<file path="src/verilog/prc_pkg.sv">
// Purpose: Shared constants and types of the power-on reset sequencer
// Assumes: aclk is the reference clock input at 20 MHz
// Notes:   Counts are in ticks of the clock or enable that drives them
package prc_pkg;

  // ==========================================================
  // Clock and sequence counts
  localparam int REF_CLK_HZ = 20000000;
  localparam int POR_MIN_CYC = 16;        // Held by the reset source
  localparam int CNT_W = 13;
  localparam logic [12:0] IPOR_CYC = 13'h400;   // 1024 ref cycles
  localparam int PLL_LOCK_DEF = 6400;           // Divided ref ticks
  localparam logic [12:0] HARD_TICKS = 13'h200; // 512 bus ref ticks
  localparam logic [12:0] SOFT_TICKS = 13'h203; // 515 bus ref ticks

  // ==========================================================
  // Strap word layout
  localparam int STRAP_W = 14;
  localparam int SB_RSTCFG = 0;      // 0 host port path, 1 system bus
  localparam int SB_CFGSRC = 1;      // 0 config slave, 1 config master
  localparam int SB_SYNC = 2;
  localparam int SB_WIDTH = 3;
  localparam int SB_SLOT = 4;        // 4 bits
  localparam int SB_BOOT = 8;        // 3 bits
  localparam int SB_WDOG = 11;
  localparam int SB_CLKMODE = 12;    // 2 bits

  // ==========================================================
  // Register map
  localparam int AXI_AW = 4;
  localparam logic [3:0] REG_CTRL = 4'h0;
  localparam logic [3:0] REG_STATUS = 4'h4;
  localparam logic [3:0] REG_STRAPS = 4'h8;
  localparam logic [3:0] REG_CFG_WORD = 4'hC;
  localparam logic CTRL_RESET = 1'h0;
  localparam logic [31:0] CFG_WORD_RESET = 32'h0;
  localparam logic [1:0] RESP_OKAY = 2'h0;
  localparam logic [1:0] RESP_SLVERR = 2'h2;

  // ==========================================================
  // Sequencer states
  typedef enum logic [2:0] {
    ST_HOLD, ST_IPOR, ST_PLL, ST_POST, ST_RUN
  } prc_state_t;

endpackage

</file>
<file path="src/verilog/prc_sequencer.sv">
// Purpose: Power-on reset flow, strap capture and reset config word load
// Assumes: Ref clock is aclk; PLL lock is modelled by a tick count
// Notes:   Registers over AXI4-Lite; unmapped or refused writes SLVERR
//
// The AXI4-Lite interface to the registers and the placing of the registers are this design's own decisions.
`timescale 1ns/10ps
`default_nettype none
// How it works
// - Power-on reset low restarts the whole reset flow.
// - Config word loads through host slave port or system bus.
// - On system bus, a strap picks config master or slave role.
// - Slave role with no written word gets the built-in default.
// - Fourteen strap levels are latched as power-on reset releases.
// - Internal power-on reset releases 1025 ref cycles later.
// - PLL locks 6400 divided ref ticks after that; divide 1 or 2.
// - Hard reset releases 512 bus ref ticks after lock.
// - Soft reset releases 515 bus ref ticks after lock.
// - Host port config writes accepted only in power-on reset.
// - System bus config writes accepted in power-on or hard reset, in slave role only.
module prc_sequencer import prc_pkg::*; #(
  parameter int PLL_LOCK_TICKS = PLL_LOCK_DEF,
  parameter int BUS_REF_DIV = 1,
  parameter logic [31:0] CFG_DEFAULT = 32'h0  // Built-in default word
) (
  // Clock and reset
  input wire logic aclk,
  input wire logic aresetn,
  // Reset pins
  input wire logic power_on_reset_n,
  input wire logic hard_reset_req_n,
  input wire logic soft_reset_req_n,
  output logic internal_por_n,
  output logic system_pll_locked,
  output logic hard_reset_n,
  output logic soft_reset_n,
  // Strap levels
  input wire logic reset_cfg_select,
  input wire logic cfg_source_select,
  input wire logic host_port_sync_select,
  input wire logic host_port_width_select,
  input wire logic [3:0] chip_slot_number,
  input wire logic [2:0] boot_source_select,
  input wire logic sw_watchdog_enable_strap,
  input wire logic [1:0] clock_mode_select,
  // Latched straps
  output logic [STRAP_W-1:0] strap_latched,
  output logic cfg_master,
  // Config word paths
  input wire logic host_cfg_valid,
  input wire logic [31:0] host_cfg_data,
  output logic host_cfg_accept,
  input wire logic [31:0] master_cfg_word,
  output logic [31:0] cfg_word,
  output logic cfg_word_valid,
  // AXI4-Lite slave
  input wire logic [AXI_AW-1:0] s_axi_awaddr,
  input wire logic s_axi_awvalid,
  output logic s_axi_awready,
  input wire logic [31:0] s_axi_wdata,
  input wire logic [3:0] s_axi_wstrb,
  input wire logic s_axi_wvalid,
  output logic s_axi_wready,
  output logic [1:0] s_axi_bresp,
  output logic s_axi_bvalid,
  input wire logic s_axi_bready,
  input wire logic [AXI_AW-1:0] s_axi_araddr,
  input wire logic s_axi_arvalid,
  output logic s_axi_arready,
  output logic [31:0] s_axi_rdata,
  output logic [1:0] s_axi_rresp,
  output logic s_axi_rvalid,
  input wire logic s_axi_rready
);

  prc_state_t st_q, st_d;
  logic [CNT_W-1:0] cnt_q, cnt_d;
  logic [STRAP_W-1:0] straps_q;
  logic ipor_q, lock_q, hard_q, soft_q;
  logic por_flow_q, hard_flow_q, cfg_written_q, cfg_valid_q;
  logic [31:0] cfg_q;
  logic div2_q;
  logic ref_tick, bus_tick, path_sys, slave_role, sys_wr_ok;
  logic aw_full_q, w_full_q, bvalid_q, rvalid_q;
  logic [AXI_AW-1:0] aw_addr_q;
  logic [31:0] w_data_q, rdata_q;
  logic [3:0] w_strb_q;
  logic [1:0] bresp_q, rresp_q;
  logic do_wr, cfg_wr_hit, do_rd;

  // ==========================================================
  // Enables: divided ref clock for the PLL, bus ref clock
  prc_tick_div #(.W(2)) u_ref_div (
    .aclk(aclk),
    .aresetn(aresetn),
    .clr_i(st_q != ST_PLL),
    .div_i(div2_q ? 2'h2 : 2'h1),
    .tick_o(ref_tick)
  );

  prc_tick_div #(.W(8)) u_bus_div (
    .aclk(aclk),
    .aresetn(aresetn),
    .clr_i(!power_on_reset_n),
    .div_i(8'(BUS_REF_DIV)),
    .tick_o(bus_tick)
  );

  // ==========================================================
  // Sequence next state; the PLL is only reset by power-on reset
  always_comb begin
    st_d = st_q;
    cnt_d = cnt_q;
    if (!power_on_reset_n) begin
      st_d = ST_HOLD;
      cnt_d = '0;
    end else begin
      case (st_q)
        ST_HOLD: begin
          st_d = ST_IPOR;
          cnt_d = '0;
        end
        ST_IPOR: begin
          cnt_d = cnt_q + CNT_W'(1);
          if (cnt_q == IPOR_CYC - CNT_W'(1)) begin
            st_d = ST_PLL;
            cnt_d = '0;
          end
        end
        ST_PLL: begin
          if (ref_tick) begin
            cnt_d = cnt_q + CNT_W'(1);
            if (cnt_q == CNT_W'(PLL_LOCK_TICKS - 1)) begin
              st_d = ST_POST;
              cnt_d = '0;
            end
          end
        end
        ST_POST: begin
          if (!hard_reset_req_n) begin
            cnt_d = '0;
          end else if (bus_tick) begin
            cnt_d = cnt_q + CNT_W'(1);
            if (cnt_q == SOFT_TICKS - CNT_W'(1)) begin
              st_d = ST_RUN;
            end
          end
        end
        ST_RUN: begin
          if (!hard_reset_req_n) begin
            st_d = ST_POST;
            cnt_d = '0;
          end else if (!soft_reset_req_n) begin
            st_d = ST_POST;  // Replays only the last three ticks
            cnt_d = HARD_TICKS;
          end
        end
        default: begin
          st_d = ST_HOLD;
          cnt_d = '0;
        end
      endcase
    end
  end

  // State and counter
  always_ff @(posedge aclk) begin
    if (!aresetn) begin
      st_q <= ST_HOLD;
      cnt_q <= '0;
    end else begin
      st_q <= st_d;
      cnt_q <= cnt_d;
    end
  end

  // Registered reset outputs, low until each release point
  always_ff @(posedge aclk) begin
    if (!aresetn) begin
      ipor_q <= 1'b0;
      lock_q <= 1'b0;
      hard_q <= 1'b0;
      soft_q <= 1'b0;
    end else begin
      ipor_q <= (st_d == ST_PLL) || (st_d == ST_POST) || (st_d == ST_RUN);
      lock_q <= (st_d == ST_POST) || (st_d == ST_RUN);
      hard_q <= (st_d == ST_RUN) ||
                ((st_d == ST_POST) && (cnt_d >= HARD_TICKS));
      soft_q <= (st_d == ST_RUN);
    end
  end

  assign internal_por_n = ipor_q;
  assign system_pll_locked = lock_q;
  assign hard_reset_n = hard_q;
  assign soft_reset_n = soft_q;

  // ==========================================================
  // Straps caught on the first cycle after power-on reset release
  always_ff @(posedge aclk) begin
    if (!aresetn) begin
      straps_q <= '0;
    end else if (st_q == ST_HOLD && power_on_reset_n) begin
      straps_q <= {clock_mode_select, sw_watchdog_enable_strap,
                   boot_source_select, chip_slot_number,
                   host_port_width_select, host_port_sync_select,
                   cfg_source_select, reset_cfg_select};
    end
  end

  assign strap_latched = straps_q;
  assign cfg_master = straps_q[SB_CFGSRC];
  assign path_sys = straps_q[SB_RSTCFG];
  assign slave_role = !straps_q[SB_CFGSRC];

  // Which kind of reset flow is under way; cleared when running
  always_ff @(posedge aclk) begin
    if (!aresetn) begin
      por_flow_q <= 1'b1;
      hard_flow_q <= 1'b0;
    end else if (!power_on_reset_n) begin
      por_flow_q <= 1'b1;
      hard_flow_q <= 1'b0;
    end else if (st_d == ST_RUN) begin
      por_flow_q <= 1'b0;
      hard_flow_q <= 1'b0;
    end else if (!hard_reset_req_n && lock_q) begin
      hard_flow_q <= 1'b1;
    end
  end

  // ==========================================================
  // Config word loading
  assign host_cfg_accept = host_cfg_valid && !path_sys &&
                           por_flow_q && power_on_reset_n;
  assign sys_wr_ok = path_sys && slave_role &&
                     (por_flow_q || hard_flow_q);
  assign cfg_wr_hit = do_wr && (aw_addr_q == REG_CFG_WORD) && sys_wr_ok;

  // One writer process; a late write still beats the default
  always_ff @(posedge aclk) begin
    if (!aresetn || !power_on_reset_n) begin
      cfg_q <= CFG_WORD_RESET;
      cfg_written_q <= 1'b0;
      cfg_valid_q <= 1'b0;
    end else begin
      if (host_cfg_accept) begin
        cfg_q <= host_cfg_data;
        cfg_written_q <= 1'b1;
      end else if (cfg_wr_hit) begin
        for (int i = 0; i < 4; i++) begin
          if (w_strb_q[i]) begin
            cfg_q[i*8 +: 8] <= w_data_q[i*8 +: 8];
          end
        end
        cfg_written_q <= 1'b1;
      end else if (st_q == ST_IPOR && st_d == ST_PLL &&
                   path_sys && !slave_role) begin
        cfg_q <= master_cfg_word;
        cfg_written_q <= 1'b1;
      end else if (hard_q == 1'b0 && st_d != ST_HOLD && lock_q &&
                   (cnt_d >= HARD_TICKS) && !cfg_written_q &&
                   path_sys && slave_role) begin
        cfg_q <= CFG_DEFAULT;
      end
      if (soft_q) begin
        cfg_valid_q <= 1'b1;
      end
    end
  end

  assign cfg_word = cfg_q;
  assign cfg_word_valid = cfg_valid_q;

  // ==========================================================
  // AXI4-Lite write side; address and data taken in either order
  assign s_axi_awready = !aw_full_q;
  assign s_axi_wready = !w_full_q;
  assign do_wr = aw_full_q && w_full_q && !bvalid_q;

  always_ff @(posedge aclk) begin
    if (!aresetn) begin
      aw_full_q <= 1'b0;
      w_full_q <= 1'b0;
      aw_addr_q <= '0;
      w_data_q <= '0;
      w_strb_q <= '0;
    end else begin
      if (s_axi_awvalid && !aw_full_q) begin
        aw_full_q <= 1'b1;
        aw_addr_q <= s_axi_awaddr;
      end else if (do_wr) begin
        aw_full_q <= 1'b0;
      end
      if (s_axi_wvalid && !w_full_q) begin
        w_full_q <= 1'b1;
        w_data_q <= s_axi_wdata;
        w_strb_q <= s_axi_wstrb;
      end else if (do_wr) begin
        w_full_q <= 1'b0;
      end
    end
  end

  // Write effect and response; refused config writes answer SLVERR
  always_ff @(posedge aclk) begin
    if (!aresetn) begin
      bvalid_q <= 1'b0;
      bresp_q <= RESP_OKAY;
      div2_q <= CTRL_RESET;
    end else if (do_wr) begin
      bvalid_q <= 1'b1;
      bresp_q <= RESP_SLVERR;
      if (aw_addr_q == REG_CTRL) begin
        bresp_q <= RESP_OKAY;
        if (w_strb_q[0]) begin
          div2_q <= w_data_q[0];
        end
      end else if (cfg_wr_hit) begin
        bresp_q <= RESP_OKAY;
      end
    end else if (s_axi_bready) begin
      bvalid_q <= 1'b0;
    end
  end

  assign s_axi_bvalid = bvalid_q;
  assign s_axi_bresp = bresp_q;

  // ==========================================================
  // AXI4-Lite read side, answer one cycle after the address
  assign s_axi_arready = !rvalid_q;
  assign do_rd = s_axi_arvalid && !rvalid_q;

  always_ff @(posedge aclk) begin
    if (!aresetn) begin
      rvalid_q <= 1'b0;
      rdata_q <= '0;
      rresp_q <= RESP_OKAY;
    end else if (do_rd) begin
      rvalid_q <= 1'b1;
      rresp_q <= RESP_OKAY;
      case (s_axi_araddr)
        REG_CTRL: rdata_q <= {31'h0, div2_q};
        REG_STATUS: rdata_q <= {22'h0, cfg_written_q, hard_flow_q,
                                por_flow_q, soft_q, hard_q, lock_q,
                                ipor_q, st_q};
        REG_STRAPS: rdata_q <= {18'h0, straps_q};
        REG_CFG_WORD: rdata_q <= cfg_q;
        default: begin
          rdata_q <= '0;
          rresp_q <= RESP_SLVERR;
        end
      endcase
    end else if (s_axi_rready) begin
      rvalid_q <= 1'b0;
    end
  end

  assign s_axi_rvalid = rvalid_q;
  assign s_axi_rdata = rdata_q;
  assign s_axi_rresp = rresp_q;

  // ==========================================================
  // Checks
  AST_POR_START: assert property (
    @(posedge aclk) disable iff (!aresetn)
    !power_on_reset_n |=> !hard_reset_n && !soft_reset_n &&
    !internal_por_n) else $error("reset outputs not held in POR");
  AST_HOLD_ORDER: assert property (
    @(posedge aclk) disable iff (!aresetn)
    soft_reset_n |-> hard_reset_n && system_pll_locked)
    else $error("soft released before hard or lock");
  AST_STRAP_LATCH: assert property (
    @(posedge aclk) disable iff (!aresetn)
    (st_q == ST_HOLD && power_on_reset_n) |=>
    strap_latched[SB_BOOT +: 3] == $past(boot_source_select))
    else $error("straps not latched on release");
  AST_STRAP_STABLE: assert property (
    @(posedge aclk) disable iff (!aresetn)
    (st_q != ST_HOLD && $past(st_q) != ST_HOLD) |-> $stable(strap_latched))
    else $error("straps changed outside release");
  AST_IPOR_DELAY: assert property (
    @(posedge aclk) disable iff (!aresetn)
    $rose(internal_por_n) |-> $past(cnt_q) == IPOR_CYC - CNT_W'(1))
    else $error("internal POR released at wrong count");
  AST_PLL_LOCK: assert property (
    @(posedge aclk) disable iff (!aresetn)
    $rose(system_pll_locked) |->
    $past(cnt_q) == CNT_W'(PLL_LOCK_TICKS - 1) && $past(ref_tick))
    else $error("lock at wrong divided tick count");
  AST_HARD_REL: assert property (
    @(posedge aclk) disable iff (!aresetn)
    $rose(hard_reset_n) && $past(st_q) == ST_POST |->
    cnt_q == HARD_TICKS) else $error("hard reset release count");
  AST_SOFT_REL: assert property (
    @(posedge aclk) disable iff (!aresetn)
    $rose(soft_reset_n) |-> cnt_q == SOFT_TICKS && hard_reset_n)
    else $error("soft reset release count");
  AST_HOST_WR: assert property (
    @(posedge aclk) disable iff (!aresetn)
    host_cfg_accept |-> !soft_reset_n && !hard_flow_q && !path_sys)
    else $error("host config write outside POR");
  AST_SYS_WR: assert property (
    @(posedge aclk) disable iff (!aresetn)
    cfg_wr_hit |=> s_axi_bresp == RESP_OKAY && !soft_reset_n)
    else $error("system bus config write in wrong reset");

endmodule
`default_nettype wire

</file>
<file path="src/verilog/prc_tick_div.sv">
// Purpose: Enable pulse generator dividing aclk by a run-time factor
// Assumes: div_i is at least one
// Notes:   clr_i restarts the phase so the first tick is predictable
`timescale 1ns/10ps
`default_nettype none
module prc_tick_div #(
  parameter int W = 8
) (
  // Clock and reset
  input wire logic aclk,
  input wire logic aresetn,
  // Control
  input wire logic clr_i,
  input wire logic [W-1:0] div_i,
  // Enable out
  output logic tick_o
);

  logic [W-1:0] cnt_q;

  // ==========================================================
  // Pulse on the last count of each period
  assign tick_o = (cnt_q == div_i - W'(1)) || (div_i == W'(1));

  // Phase counter, wraps on the tick
  always_ff @(posedge aclk) begin
    if (!aresetn || clr_i || tick_o) begin
      cnt_q <= '0;
    end else begin
      cnt_q <= cnt_q + W'(1);
    end
  end

endmodule
`default_nettype wire
</file>
<file path="config.mk">
export PLATFORM = sky130hd
export DESIGN_NAME = prc_sequencer
export DESIGN_NICKNAME = d
export VERILOG_FILES = /design/src/verilog/prc_pkg.sv /design/src/verilog/prc_sequencer.sv /design/src/verilog/prc_tick_div.sv
export SDC_FILE = /design/constraint.sdc
export NUM_CORES = 1
export LEC_CHECK = 0
export ABC_AREA = 1
export BUFFER_PORTS_ARGS = -buffer_cell sky130_fd_sc_hd__buf_4
export CAP_MARGIN = 30
export CORE_MARGIN = 2
export CORE_UTILIZATION = 45
export DETAILED_ROUTE_END_ITERATION = 7
export PLACE_DENSITY_LB_ADDON = 0.1
export SETUP_SLACK_MARGIN = 0.02
export SLEW_MARGIN = 15
export SYNTH_ARGS = -nofsm -noshare
export SYNTH_HDL_FRONTEND = slang
export SYNTH_HIERARCHICAL = 1
export SYNTH_SLANG_ARGS = --single-unit
export TNS_END_PERCENT = 20
</file>
<file path="constraint.sdc">
create_clock -name aclk -period 7.3 [get_ports aclk]
set_clock_uncertainty 0.2 [all_clocks]
set_input_delay 0.365 -clock aclk [delete_from_list [all_inputs] [get_ports aclk]]
set_output_delay 0.365 -clock aclk [all_outputs]
set_load 0.01 [all_outputs]
</file>
==> reports/metrics.cfg <==
[run_status]
status=complete, no violations

[sta]
finalHoldViolCount=0
rsz0062_at_grt=no
finalCriticalPeriod_ns=3.56
slew_headroom_pct=43.7
period_share_pct=48.7
drv_slew=0
fin_setup_tns_ns=0
tightest_slew_ns=0.843
finalSetupViolCount=0
max_freq_mhz=281

[drt]
wl_um=26200
drt_iter0_drc=554
postRouteAntennaNets=0
drc=0
wl_per_cell_um=15.8
first_pass_iters=5
via_count=8587
vias_per_cell=5.19

[min_path]
hold_path_end=strap_latched[8]
min-delay-start=boot_source_select[0]
hold_class=primary input to flip-flop
whs_path_depth=3

[logic_synthesis]
synthTopCellsByCount=256 x nand2_1, 159 x dfxtp_1, 159 x nor2_1
synthMuxAreaShare_pct=0
synth_seq_area_share_pct=39.7
yosys.area_share.xor_xnor_pct=1.71
synth_flop_cell=dfxtp_1
synth_edf_count=0
synth_compound_area_share_pct=18.2
synth_top_area_share_pct=39.7
synth_fa_ha_area_share_pct=0.935
syn-cell-area_um2=8030
synth_largest_area_cell=dfxtp_1
syn_avg_cell_area_um2=6.87
synth_top_family_by_area=simple AND/OR/NAND/NOR gates
ys_types=52
yosys_register_bits=159
async_reset_ff_share_pct=0
synth_most_common_cell=nand2_1
ys_warn_count=6
synthCells=1168
yosys-top-cells-area=dfxtp_1 40%, nand2_1 12%, nor2_1 7.4%
synth_simple_gate_area_share_pct=30.9

[clock_tree]
clock_latency_ns=0.43
post_cts_buffers=0
cts_buffer_depth=2
cts_root_buffer=clkbuf_16
htreeDepth=4
cts_tree=built
clock_sinks=159
cts_made_buffers=17
clk_pin_slew_worst_paths_ns=0.07

[critical_path]
r2r_cells=22
r2r_end=cfg_word[10]
critPathMaxStageDelay_ns=0.36
required_ns=7.46
critPathSlowestCell=dfxtp_1
worst_setup_path_start_kind=flip-flop
critPathKind=flip-flop to flip-flop
endpoint_kind=flip-flop
path_cells=inv_1 > ha_1 > inv_2 > nand2_1 > nand2_1 > nand2_2 > nand2_1 > inv_1 > nor2_1 > inv_1 > nor2_1 > nand2_1 > nand3_1 > nor2_1 > nand3_1 > nand3_2 > nand2_2 > buf_12 > nand2_1 > nand2_1 > nand2_1 > nor2_1
rr_startpoint=div2_q
cpMostUsedCell=nand2_1
crit_fanout=36
crit_start=div2_q
crit_arrival_ns=3.72
rrSetupSlack_ns=3.74

[floorplan]
start_util_pct=46.3
die_area_um2=18900
top_level_ports=227
core_area_um2=17400
rows=48
die_y_um=138
fp.dieW_um=138

[global_routing]
grt_max_degree=81
overflow=0
track_usage_pct=27.7
grt_pass1_vias=7830
antenna_found_initial=0
grt_pass1_wl_um=40300

[job]
cap_violations=0

[place]
port_buffers=224
hpwl_um=19300
routabilityCongestion=0.901

[pwr]
peakVddDrop_mv=0.149
finalPower_mw=2.10
leakage_nw=4.85
power_density_nw_per_um2=194

[finish]
nets=1557
area_growth_syn_to_layout_pct=34.9
drive_gt1_share_pct=23.7
antennaDiodeCount=0

## worst max path at each step
stage,to,slack [ns],cells after the start
after floorplan,cfg_word[16],4.74,21
after global placement,cfg_word[10],3.29,12
after detailed placement,cfg_word[21],3.54,12
after CTS,cfg_word[10],3.47,13
after global routing,cfg_word[10],3.49,22
final,cfg_word[10],3.74,22
## layout by cell type, fill, tap and decap left out, types with 31 or more instances in the layout
| cell | synthesis | routed |
|---|---|---|
| nand3_1 | 61 | 61 |
| inv_1 | 97 | 97 |
| dfxtp_1 | 159 | 159 |
| nand2_1 | 256 | 256 |
| nand4_1 | 33 | 33 |
| o21ai_0 | 86 | 86 |
| nor2_1 | 159 | 158 |
| dlygate4sd3_1 | 0 | 31 |
| buf_4 | 3 | 231 |
| a21oi_1 | 97 | 97 |
## cell type report
class                           count  area (um^2)
Clock buffer                       17          425
Clock inverter                     15          143
Fill cell                        1644         6530
Inverter                          110          414
Multi-Input combinational cell    865         4270
Sequential cell                   159         3180
Tap cell                          225          282
Timing Repair Buffer              265         2110
## per-layer routing
layer	GRT usage [%]	vias to the layer above	share of wire [%]
met1	35.6	3874	42
met3	6.14	64	7.4
li1	-	4306	-
met2	43.5	343	46
met5	0	-	0
met4	14.0	0	4.3
## state kept, by name, indices dropped and copies added (netlist names), 2 cells and up
| name | count |
|---|---|
| s_axi_rdata | 32 |
| strap_latched | 14 |
| st_q | 3 |
| w_strb_q | 4 |
| u_ref_div/cnt_q | 2 |
| cfg_word | 32 |
| aw_addr_q | 4 |
| w_data_q | 32 |
| cnt_q | 13 |
| u_bus_div/cnt_q | 8 |
## cell families after synthesis
| logic type | Yosys count |
|---|---|
| fa+ha+maj | 6 |
| other cells | 2 |
| buf+inv | 171 |
| simple gates | 565 |
| compound gates | 251 |
| flops | 159 |
| xor+xnor | 14 |
## critical path, delay by kind of cell, from the launching register on
kind | cells | cell delay (ns)
adder cells (fa/ha/maj) | 1 | 0.33
buffers and inverters | 5 | 0.61
flip-flops | 1 | 0.36
AND/OR/NAND/NOR | 16 | 1.99
## stage by stage
stage               instance area, um^2  std cells  utilization, %  setup WS (ns)  hold WS, ns
floorplan                          8130       1195               -           4.74        0.230
detailed placement                 9930       1592            57.2           3.54        0.253
global route                      10800       1656            62.4           3.49       0.0240
global placement                   9890       1590            57.0           3.29        0.248
finish                            10800       1656            62.4           3.74       0.0144
CTS                               10800       1655            62.3           3.47     0.000291
## power breakdown
part / internal [mW] / leakage [nW] / switching, mW / total (mW)
clock: 0.453 / 0.283 / 0.413 / 0.866
sequential: 0.908 / 1.30 / 0.0256 / 0.934
combinational: 0.138 / 3.27 / 0.165 / 0.303
## repair_timing
item | 4_1_cts | 5_1_grt
hold endpoints to repair | 31 | 0
hold buffers | 31 | 0
resized for setup | 0 | 0
(Power assumes the default switching activity.)
